$ cat src/hdl/fpg_pkg.sv
// Package of constants and types for the flash program and erase guard
package fpg_pkg;

   // ----------------------------------------------------------------
   // Register addresses
   // ----------------------------------------------------------------
   localparam logic [11:0] FPG_CTRL_ADDR      = 12'hff8;
   localparam logic [11:0] FPG_PAGE_ADDR      = 12'hff9;

   // ----------------------------------------------------------------
   // Command codes
   // ----------------------------------------------------------------
   localparam logic [7:0]  FPG_CMD_RESET      = 8'h00;
   localparam logic [7:0]  FPG_CMD_UNLOCK1    = 8'h73;
   localparam logic [7:0]  FPG_CMD_UNLOCK2    = 8'h8c;
   localparam logic [7:0]  FPG_CMD_PAGE_ERASE = 8'h95;
   localparam logic [7:0]  FPG_CMD_MASS_ERASE = 8'h63;
   localparam logic [7:0]  FPG_CMD_PROT_SEL   = 8'h5e;

   // ----------------------------------------------------------------
   // Reset values, field positions, status codes
   // ----------------------------------------------------------------
   localparam logic [7:0]  FPG_PROT_RESET     = 8'h00;
   localparam logic [7:0]  FPG_PAGE_RESET     = 8'h00;
   localparam logic [7:0]  FPG_ERASED_BYTE    = 8'hff;
   localparam int          FPG_PAGE_LSB       = 9;
   localparam int          FPG_PAGE_BITS      = 7;
   localparam int          FPG_INFO_BIT       = 7;
   localparam logic [5:0]  FPG_ST_LOCKED      = 6'h00;
   localparam logic [5:0]  FPG_ST_UNLOCK1     = 6'h01;
   localparam logic [5:0]  FPG_ST_UNLOCK2     = 6'h02;
   localparam logic [5:0]  FPG_ST_UNLOCKED    = 6'h03;
   localparam logic [5:0]  FPG_ST_PROT        = 6'h04;
   localparam logic [5:0]  FPG_ST_PROGRAM     = 6'h08;
   localparam logic [5:0]  FPG_ST_PAGE_ERASE  = 6'h10;
   localparam logic [5:0]  FPG_ST_MASS_ERASE  = 6'h20;

   // ----------------------------------------------------------------
   // Timing
   // ----------------------------------------------------------------
   localparam int          FPG_CLK_MHZ        = 100;
   localparam int          FPG_PROG_TIME_NS   = 40;
   localparam int          FPG_PROG_CYCLES    = (FPG_PROG_TIME_NS * FPG_CLK_MHZ + 999) / 1000;
   localparam int          FPG_ERASE_CYCLES   = 16;

   typedef enum logic [2:0] {
      FPG_LOCKED,
      FPG_GOT_FIRST,
      FPG_GOT_SECOND,
      FPG_UNLOCKED,
      FPG_PROT_SEL,
      FPG_BUSY
   } fpg_state_type;

   typedef enum logic [1:0] {
      FPG_OP_PROGRAM,
      FPG_OP_PAGE_ERASE,
      FPG_OP_MASS_ERASE
   } fpg_op_type;

endpackage

$ cat src/hdl/fpg_flash_guard.sv
// Flash controller lock, unlock, sector protect and program/erase sequencer
//
// Behaviour
// Write-protect option 0 refuses user program and erase; debugger mass erase allowed.
// Write-protect option 1 permits program and erase, subject to other protections.
// Every reset locks the controller.
// Software unlocks: page select, 73h, 8Ch, page select again.
// Second page select compared to first; mismatch locks, match activates page.
// Program and erase blocked by cleared option or protected sector.
// Any control write other than erase commands ends programming and locks.
// Eight sectors, each one eighth of memory but never below one page.
// Writing 5Eh maps shared address to sector protect; other values undo it.
// User writes to sector protect only set bits.
// Sector protect resets to zero; set bits block until system reset.
// Control write 00h returns to reset state.
// Programming clears bits only; erase sets bytes to FFh.
// Page stays unlocked after each programmed byte.
// Processor stalled during program or erase, resumed at end.
// Software programs each byte at most twice between erases.
// 95h while unlocked erases active page if unprotected, then locks.
// Debugger polls status until page erase finishes.
// 63h unlocked with debugger erases all memory, then locks.
// Debugger ignores protections, any page, clears protect bits, skips second select.
// Debugger may rewrite page select while unlocked; mass erase accepted.
// Only one page open at a time; new page needs full unlock.
// Invalid value or out-of-order write during unlock locks.
// Six-bit status field encodes controller state.
// Page field gives address bits 15 to 9.
// Software loads clock frequency in kHz before program or erase; the guard has no such register and times programming with the fixed FPG_CLK_MHZ.
// Rejected operation leaves memory alone and controller locked.
`timescale 1ns/10ps
module fpg_flash_guard
   import fpg_pkg::*;
#(
   parameter int ADDR_W     = 16,
   parameter int FLASH_SIZE = 24576,
   parameter int PAGE_SIZE  = 512
)(
   input  wire logic              ref_clk_i,      // System clock
   input  wire logic              reset_i,        // Synchronous reset, active high
   input  wire logic              wp_option_i,    // write_protect_option bit
   input  wire logic              debugger_port_i,// Access comes from debugger
   input  wire logic              reg_wr_i,       // Register write strobe
   input  wire logic              reg_rd_i,       // Register read strobe
   input  wire logic [11:0]       reg_addr_i,     // Register address
   input  wire logic [7:0]        reg_wdata_i,    // Register write data
   input  wire logic              prog_req_i,     // Byte program request
   input  wire logic [ADDR_W-1:0] prog_addr_i,    // Byte program address
   input  wire logic [7:0]        prog_data_i,    // Byte program data
   input  wire logic [7:0]        mem_rdata_i,    // Current flash byte at mem_addr_o
   output logic [7:0]             reg_rdata_o,    // Register read data
   output logic                   cpu_stall_o,    // Stall processor fetch
   output logic                   mem_we_o,       // Flash byte write strobe
   output logic [ADDR_W-1:0]      mem_addr_o,     // Flash byte address
   output logic [7:0]             mem_wdata_o,    // Flash byte data
   output logic [7:0]             sector_prot_o   // Sector protect bits
);

   // ----------------------------------------------------------------
   // State
   // ----------------------------------------------------------------
   localparam logic [ADDR_W-1:0] LAST_ADDR = ADDR_W'(FLASH_SIZE - 1);
   localparam logic [ADDR_W-1:0] PAGE_LAST = ADDR_W'(PAGE_SIZE - 1);

   typedef struct packed {
      fpg_state_type     state;
      fpg_op_type        op;
      logic [7:0]        page;
      logic [7:0]        page_first;
      logic [7:0]        prot;
      logic [ADDR_W-1:0] addr;
      logic [ADDR_W-1:0] end_addr;
      logic [7:0]        data;
      logic [7:0]        cnt;
      logic              stay_open;
      logic [7:0]        rdata;
      logic              stall;
      logic              we;
   } fpg_regs_type;

   fpg_regs_type r_reg;
   fpg_regs_type r_next;

   logic       ctrl_wr;
   logic       page_wr;
   logic       allowed;
   logic       sect_prot;
   logic [5:0] status;

   fpg_sector_map #(
      .ADDR_W     (ADDR_W),
      .FLASH_SIZE (FLASH_SIZE),
      .PAGE_SIZE  (PAGE_SIZE)
   ) u_map (
      .addr_i      (r_reg.addr),
      .prot_i      (r_reg.prot),
      .sector_o    (),
      .protected_o (sect_prot)
   );

   function automatic logic [ADDR_W-1:0] page_base(input logic [7:0] pg);
      page_base = ADDR_W'({pg[FPG_PAGE_BITS-1:0], 9'h000});
   endfunction

   // ----------------------------------------------------------------
   // Next state
   // ----------------------------------------------------------------
   always_comb
   begin
      r_next   = r_reg;
      r_next.we = 1'b0;
      ctrl_wr  = reg_wr_i && (reg_addr_i == FPG_CTRL_ADDR);
      page_wr  = reg_wr_i && (reg_addr_i == FPG_PAGE_ADDR);
      allowed  = 1'b0;
      case (r_reg.state)
         FPG_BUSY: ;
         default:
         begin
            if (ctrl_wr)
            begin
               r_next.state = FPG_LOCKED;
               case (reg_wdata_i)
                  FPG_CMD_UNLOCK1:
                     if (r_reg.state == FPG_LOCKED)
                        r_next.state = FPG_GOT_FIRST;
                  FPG_CMD_UNLOCK2:
                     if (r_reg.state == FPG_GOT_FIRST)
                        r_next.state = debugger_port_i ? FPG_UNLOCKED : FPG_GOT_SECOND;
                  FPG_CMD_PROT_SEL:
                     r_next.state = FPG_PROT_SEL;
                  FPG_CMD_PAGE_ERASE:
                     if (r_reg.state == FPG_UNLOCKED)
                     begin
                        r_next.state    = FPG_BUSY;
                        r_next.op       = FPG_OP_PAGE_ERASE;
                        r_next.addr     = page_base(r_reg.page);
                        r_next.end_addr = page_base(r_reg.page) + PAGE_LAST;
                     end
                  FPG_CMD_MASS_ERASE:
                     if (r_reg.state == FPG_UNLOCKED && debugger_port_i)
                     begin
                        r_next.state    = FPG_BUSY;
                        r_next.op       = FPG_OP_MASS_ERASE;
                        r_next.addr     = '0;
                        r_next.end_addr = LAST_ADDR;
                     end
                  default: ;
               endcase
            end
            else if (page_wr)
            begin
               if (r_reg.state == FPG_PROT_SEL)
                  r_next.prot = debugger_port_i ? reg_wdata_i
                                                : (r_reg.prot | reg_wdata_i);
               else if (r_reg.state == FPG_GOT_SECOND)
               begin
                  if (reg_wdata_i == r_reg.page_first)
                  begin
                     r_next.state = FPG_UNLOCKED;
                     r_next.page  = reg_wdata_i;
                  end
                  else
                     r_next.state = FPG_LOCKED;
               end
               else if (r_reg.state == FPG_LOCKED || debugger_port_i)
               begin
                  r_next.page       = reg_wdata_i;
                  r_next.page_first = reg_wdata_i;
               end
               else
                  r_next.state = FPG_LOCKED;
            end
            else if (prog_req_i && r_reg.state == FPG_UNLOCKED)
            begin
               if (debugger_port_i ||
                   prog_addr_i[ADDR_W-1:FPG_PAGE_LSB] ==
                   (ADDR_W-FPG_PAGE_LSB)'(r_reg.page[FPG_PAGE_BITS-1:0]))
               begin
                  r_next.state     = FPG_BUSY;
                  r_next.op        = FPG_OP_PROGRAM;
                  r_next.addr      = prog_addr_i;
                  r_next.end_addr  = prog_addr_i;
                  r_next.data      = prog_data_i;
                  r_next.stay_open = 1'b1;
               end
            end
            if (r_next.state == FPG_BUSY)
            begin
               r_next.cnt = (r_next.op == FPG_OP_PROGRAM) ? 8'(FPG_PROG_CYCLES)
                                                           : 8'(FPG_ERASE_CYCLES);
               r_next.stay_open = (r_next.op == FPG_OP_PROGRAM);
            end
         end
      endcase

      if (r_reg.state == FPG_BUSY)
      begin
         // User access obeys option bit and sector bits; debugger bypasses both
         allowed = debugger_port_i || (wp_option_i && !sect_prot);
         // Step on only once the byte strobe has gone out at the old address
         if (r_reg.we)
            r_next.addr = r_reg.addr + ADDR_W'(1);
         if (r_reg.cnt != 8'h00)
            r_next.cnt = r_reg.cnt - 8'h01;
         else
         begin
            if (allowed)
            begin
               r_next.we   = 1'b1;
               r_next.data = (r_reg.op == FPG_OP_PROGRAM) ? (mem_rdata_i & r_reg.data)
                                                          : FPG_ERASED_BYTE;
            end
            if (r_reg.addr == r_reg.end_addr || !allowed)
               r_next.state = (r_reg.stay_open && allowed) ? FPG_UNLOCKED : FPG_LOCKED;
            else
               r_next.cnt = 8'(FPG_ERASE_CYCLES);
         end
      end

      r_next.stall = (r_next.state == FPG_BUSY);
      r_next.rdata = (r_reg.state == FPG_PROT_SEL) ? r_reg.prot : r_reg.page;
      if (reg_rd_i && reg_addr_i == FPG_CTRL_ADDR)
         r_next.rdata = {2'b00, status};
   end

   always_comb
   begin
      case (r_reg.state)
         FPG_LOCKED:     status = FPG_ST_LOCKED;
         FPG_GOT_FIRST:  status = FPG_ST_UNLOCK1;
         FPG_GOT_SECOND: status = FPG_ST_UNLOCK2;
         FPG_UNLOCKED:   status = FPG_ST_UNLOCKED;
         FPG_PROT_SEL:   status = FPG_ST_PROT;
         FPG_BUSY:       status = (r_reg.op == FPG_OP_PROGRAM)    ? FPG_ST_PROGRAM :
                                  (r_reg.op == FPG_OP_PAGE_ERASE) ? FPG_ST_PAGE_ERASE
                                                                  : FPG_ST_MASS_ERASE;
         default:        status = FPG_ST_LOCKED;
      endcase
   end

   // ----------------------------------------------------------------
   // Registers
   // ----------------------------------------------------------------
   always_ff @(posedge ref_clk_i)
   begin
      if (reset_i)
      begin
         r_reg            <= '0;
         r_reg.state      <= FPG_LOCKED;
         r_reg.op         <= FPG_OP_PROGRAM;
         r_reg.prot       <= FPG_PROT_RESET;
         r_reg.page       <= FPG_PAGE_RESET;
         r_reg.page_first <= FPG_PAGE_RESET;
      end
      else
         r_reg <= r_next;
   end

   assign reg_rdata_o   = r_reg.rdata;
   assign cpu_stall_o   = r_reg.stall;
   assign mem_we_o      = r_reg.we;
   assign mem_addr_o    = r_reg.addr;
   assign mem_wdata_o   = r_reg.data;
   assign sector_prot_o = r_reg.prot;

   // ----------------------------------------------------------------
   // Checks
   // ----------------------------------------------------------------
   a_reset_locks: assert property (@(posedge ref_clk_i)
      reset_i |=> r_reg.state == FPG_LOCKED && r_reg.prot == 8'h00)
      else $error("not locked after reset");
   a_prot_set_only: assert property (@(posedge ref_clk_i) disable iff (reset_i)
      !debugger_port_i |=> (r_reg.prot & $past(r_reg.prot)) == $past(r_reg.prot))
      else $error("protect bit cleared by user");
   a_zero_cmd_locks: assert property (@(posedge ref_clk_i) disable iff (reset_i)
      ctrl_wr && reg_wdata_i == FPG_CMD_RESET && r_reg.state != FPG_BUSY
      |=> r_reg.state == FPG_LOCKED)
      else $error("00h did not lock");
   a_wp_blocks_we: assert property (@(posedge ref_clk_i) disable iff (reset_i)
      r_reg.state == FPG_BUSY && !wp_option_i && !debugger_port_i |=> !mem_we_o)
      else $error("write despite write protect");
   a_stall_busy: assert property (@(posedge ref_clk_i) disable iff (reset_i)
      r_reg.state == FPG_BUSY |-> cpu_stall_o)
      else $error("processor not stalled");
   a_prog_clears: assert property (@(posedge ref_clk_i) disable iff (reset_i)
      mem_we_o && $past(r_reg.op) == FPG_OP_PROGRAM
      |-> (mem_wdata_o & ~$past(mem_rdata_i)) == 8'h00)
      else $error("program set a bit");
   a_mismatch_locks: assert property (@(posedge ref_clk_i) disable iff (reset_i)
      page_wr && r_reg.state == FPG_GOT_SECOND && reg_wdata_i != r_reg.page_first
      |=> r_reg.state == FPG_LOCKED)
      else $error("mismatch did not lock");
   a_sector_blocks: assert property (@(posedge ref_clk_i) disable iff (reset_i)
      r_reg.state == FPG_BUSY && sect_prot && !debugger_port_i |=> !mem_we_o)
      else $error("write into protected sector");
   a_page_erase_ends: assert property (@(posedge ref_clk_i) disable iff (reset_i)
      r_reg.state == FPG_BUSY && r_reg.op == FPG_OP_PAGE_ERASE && r_next.state != FPG_BUSY
      |=> r_reg.state == FPG_LOCKED)
      else $error("page erase did not relock");
   a_user_no_mass: assert property (@(posedge ref_clk_i) disable iff (reset_i)
      ctrl_wr && reg_wdata_i == FPG_CMD_MASS_ERASE && !debugger_port_i
      && r_reg.state != FPG_BUSY |=> r_reg.state != FPG_BUSY)
      else $error("user started mass erase");

   c_unlocked: cover property (@(posedge ref_clk_i) r_reg.state == FPG_UNLOCKED);
   c_page_erase: cover property (@(posedge ref_clk_i)
      r_reg.state == FPG_BUSY && r_reg.op == FPG_OP_PAGE_ERASE);
   c_program_we: cover property (@(posedge ref_clk_i)
      mem_we_o && r_reg.op == FPG_OP_PROGRAM);

endmodule // fpg_flash_guard

$ cat src/hdl/fpg_sector_map.sv
// Sector index and protection lookup for a flash address
`timescale 1ns/10ps
module fpg_sector_map
   import fpg_pkg::*;
#(
   parameter int ADDR_W     = 16,
   parameter int FLASH_SIZE = 24576,
   parameter int PAGE_SIZE  = 512
)(
   input  wire logic [ADDR_W-1:0] addr_i,       // Flash byte address
   input  wire logic [7:0]        prot_i,       // Sector protect bits
   output logic [2:0]             sector_o,     // Sector index
   output logic                   protected_o   // Sector is protected
);
   // Eighth of memory, but never below one page
   localparam int SECTOR_SIZE = (FLASH_SIZE / 8 < PAGE_SIZE) ? PAGE_SIZE : FLASH_SIZE / 8;

   logic [ADDR_W-1:0] idx;

   always_comb
   begin
      idx         = addr_i / ADDR_W'(SECTOR_SIZE);
      sector_o    = (idx > ADDR_W'(7)) ? 3'd7 : idx[2:0];
      protected_o = prot_i[sector_o];
   end

endmodule // fpg_sector_map

$ cat config.mk
export PLATFORM = sky130hd
export DESIGN_NAME = fpg_flash_guard
export DESIGN_NICKNAME = d
export VERILOG_FILES = /design/src/hdl/fpg_pkg.sv /design/src/hdl/fpg_flash_guard.sv /design/src/hdl/fpg_sector_map.sv
export SDC_FILE = /design/constraint.sdc
export NUM_CORES = 1
export LEC_CHECK = 0
export BUFFER_PORTS_ARGS = -buffer_cell sky130_fd_sc_hd__buf_2
export CORE_AREA = 4 4 130 132
export DETAILED_ROUTE_END_ITERATION = 8
export DIE_AREA = 0 0 134 136
export GPL_TIMING_DRIVEN = 0
export REMOVE_ABC_BUFFERS = 1
export SYNTH_ARGS = -nofsm -noshare
export SYNTH_HDL_FRONTEND = slang
export SYNTH_SLANG_ARGS = --single-unit
$ cat constraint.sdc
create_clock -name ref_clk_i -period 2.6 [get_ports ref_clk_i]
set_input_delay 0.13 -clock ref_clk_i [delete_from_list [all_inputs] [get_ports ref_clk_i]]
set_output_delay 0.13 -clock ref_clk_i [all_outputs]
set_load 0.02 [all_outputs]
==> impl_metrics.tcl <==
set metrics [dict create \
    std_cell_rows 46 \
    post-route-util_pct 37.9 \
    via_count 4904 \
    post_cts_buffers 0 \
    die_w_microns 134 \
    maxCapViolCount 0 \
    tightest_slew_ns 1.02 \
    hold-worst-slack_ns 0.0483 \
    synth_area_leader_cell "dfxtp_1" \
    initial_utilization_pct 34.3 \
    final-max-slew-violation-count 0 \
    synth_area_leaders "dfxtp_1 (33%), buf_4 (6.3%), a21oi_1 (4.4%)" \
    die_area_sq_mm 0.0182 \
    crit_chain "xnor2_1 > nand4_1 > o41ai_4 > and3_4 > nor2_1 > a21oi_1 > a211oi_1" \
    cts-buffers-inserted 9 \
    min_path_type "primary input to flop" \
    synth_top_area_share_pct 32.7 \
    cpPeakStageDelay_ns 0.50 \
    track_usage_pct 16.8 \
    drt-total-wl_microns 15800 \
    finalSetupViolations 0 \
    antenna_found_initial 0 \
    grt_max_degree 88 \
    grt_first_pass_wirelength_microns 24800 \
    io_buffers 100 \
    wire_per_inst_microns 17.5 \
    avgViaCountPerCell 5.44 \
    synth_seq_area_share_pct 32.7 \
    synth_cell_types 79 \
    synth_area_per_cell_sq_um 8.29 \
    period_share_pct 97.0 \
    async_flop_share_pct 0 \
    grt_overflow 0 \
    yosys_warnings 0 \
    slew_headroom_pct 31.5 \
    hold_viol_final 0 \
    ys_seq_elements 88 \
    drive_gt1_share_pct 23.3 \
    boundaryPins 101 \
    core-area_sq_mm 0.0157 \
    ant_nets 0 \
    crit_path_max_fanout 15 \
    firstDrtPassIters 5 \
    antenna_cells 0 \
    fin_crit_ns 2.52 \
    synthFlopType "dfxtp_1" \
    cpMaxStageDelayCell "o41ai_4" \
    clk_latency_ns 0.35 \
    synth_cells 650 \
    synthesis.area_sq_mm 0.00539 \
    ir_drop_mv 0.304 \
    grt_pass1_vias 4645 \
    drc_errors 0 \
    endpoint_kind "flop" \
    critPathRequiredTime_ns 2.79 \
    hpwlAfterDp_microns 10800 \
    ctsHtreeMaxLevel 3 \
    fmax_mhz 397 \
    syn_to_final_growth_pct 10.6 \
    die-height_microns 136 \
    cts_sinks 88 \
    largest_reg_flops 46 \
    outcome "finished clean" \
    arrival_ns 2.71 \
    clk_pin_slew_ns 0.07 \
    power_density_mw_per_mm2 472 \
    root_buffer "clkbuf_16" \
    drt_iter0_markers 460 \
    start_kind "flop" \
    rsz0062_at_grt "false" \
    crit_type "flop to flop" \
    skew_ns 0.0111 \
    power.total_mw 2.81 \
    cts_buffer_depth 2 \
    cts_tree "done" \
    gp_congestion 0.863 \
    nets 744 \
    synth-edff-count 0 \
    p_leak_nw 2.23 \
]
## cell usage after synthesis (all sizes together), types with 3 or more instances
| cell | instances |
|---|---|
| dfxtp | 88 |
| nor2 | 61 |
| nand2 | 57 |
| buf | 56 |
| a21oi | 48 |
| a31oi | 27 |
| clkbuf | 25 |
| xnor2 | 24 |
| nand3 | 22 |
| a22oi | 19 |
| mux2i | 19 |
| nand4 | 18 |
| nor3 | 16 |
| o21ai | 16 |
| xor2 | 14 |
| inv | 12 |
| o211ai | 12 |
| and2 | 9 |
| nor2b | 9 |
| a211oi | 7 |
| and3 | 7 |
| or3 | 6 |
| or4 | 6 |
| nand4b | 5 |
| nor4 | 5 |
| and3b | 4 |
| and4bb | 4 |
| nand3b | 4 |
| a21boi | 3 |
| a311oi | 3 |
| a31o | 3 |
| ha | 3 |
| o211a | 3 |
## per-stage QoR
step | TNS (ns) | std cells | area (sq um) | setup slack, ns
6_report | 0 | 902 | 5960 | 0.0781
5_1_grt | 0 | 902 | 5960 | 0.00516
4_1_cts | -0.0264 | 901 | 5930 | -0.0102
3_5_place_dp | -27.48 | 885 | 5590 | -0.920
3_3_place_gp | -24.84 | 885 | 5580 | -0.879
2_1_floorplan | 0 | 569 | 4810 | 0.203
## worst paths after layout
kind | start | end | slack, ns | depth (start not counted)
min reg2reg | r_reg[42] | r_reg[42] | 0.47 | 2
max | r_reg[76] | mem_addr_o[12] | 0.08 | 7
max reg2reg | r_reg[76] | mem_addr_o[12] | 0.08 | 7
min | prog_data_i[7] | mem_wdata_o[7] | 0.05 | 3
## logic make-up after synthesis
group / Yosys count / synth area share (%)
mux: 20 / 3.74
flops: 88 / 32.7
xor+xnor: 38 / 6.18
compound gates: 161 / 20.5
buf+inv: 93 / 11.5
simple gates: 247 / 24.6
fa+ha+maj: 3 / 0.697
## worst max-delay path, delay by kind of cell, from the launching register on
| family | cells | cell delay, ns |
|---|---|---|
| xor gates and xnor gates | 1 | 0.16 |
| AOI/OAI and AO/OA | 3 | 0.77 |
| DFF | 1 | 0.48 |
| and+or+nand+nor | 3 | 0.95 |
## area by class of cell
type | instances | area, sq um
Fill cell | 1653 | 9760
Multi-Input combinational cell | 471 | 3070
Sequential cell | 88 | 1770
Timing Repair Buffer | 100 | 503
Tap cell | 216 | 270
Clock buffer | 11 | 243
Clock inverter | 4 | 55.1
Inverter | 12 | 45.0
## metal layers
metal	track usage [%]	vias to the layer above	routed length [microns]
li1	-	2384	-
met1	22.8	2354	7350
met2	27.8	150	7390
met3	2.85	16	807
met4	4.69	0	215
met5	0	-	0
## cell usage in the layout (no fill, tap or decap), types with 5 or more instances in the layout
cell type,synthesis,final
a211oi_1,6,6
a21oi_1,47,47
a22oi_1,19,19
a31oi_1,27,27
and2_1,6,6
and3_1,7,6
buf_2,9,99
clkbuf_16,0,9
dfxtp_1,88,84
inv_1,12,12
mux2i_1,19,19
nand2_1,57,56
nand3_1,22,22
nand4_1,17,17
nand4b_1,5,5
nor2_1,59,59
nor2b_1,9,8
nor3_1,15,13
o211ai_1,10,10
o21ai_0,13,13
or3_1,6,6
xnor2_1,24,24
xor2_1,14,14
## what timing repair did
item / in CTS / in global routing
pin swaps: 1 / 1
gates resized for setup: 8 / 7
cloned: 1 / 1
hold buffers: 0 / 0
setup endpoints to repair: 54 / 37
## report_power, final
group	internal [mW]	switching [mW]	total [mW]
Combinational	0.0529	0.0840	0.137
Clock	0.770	0.560	1.33
Sequential	1.35	0.0000384	1.35
Power figures use the tool's default switching activity.
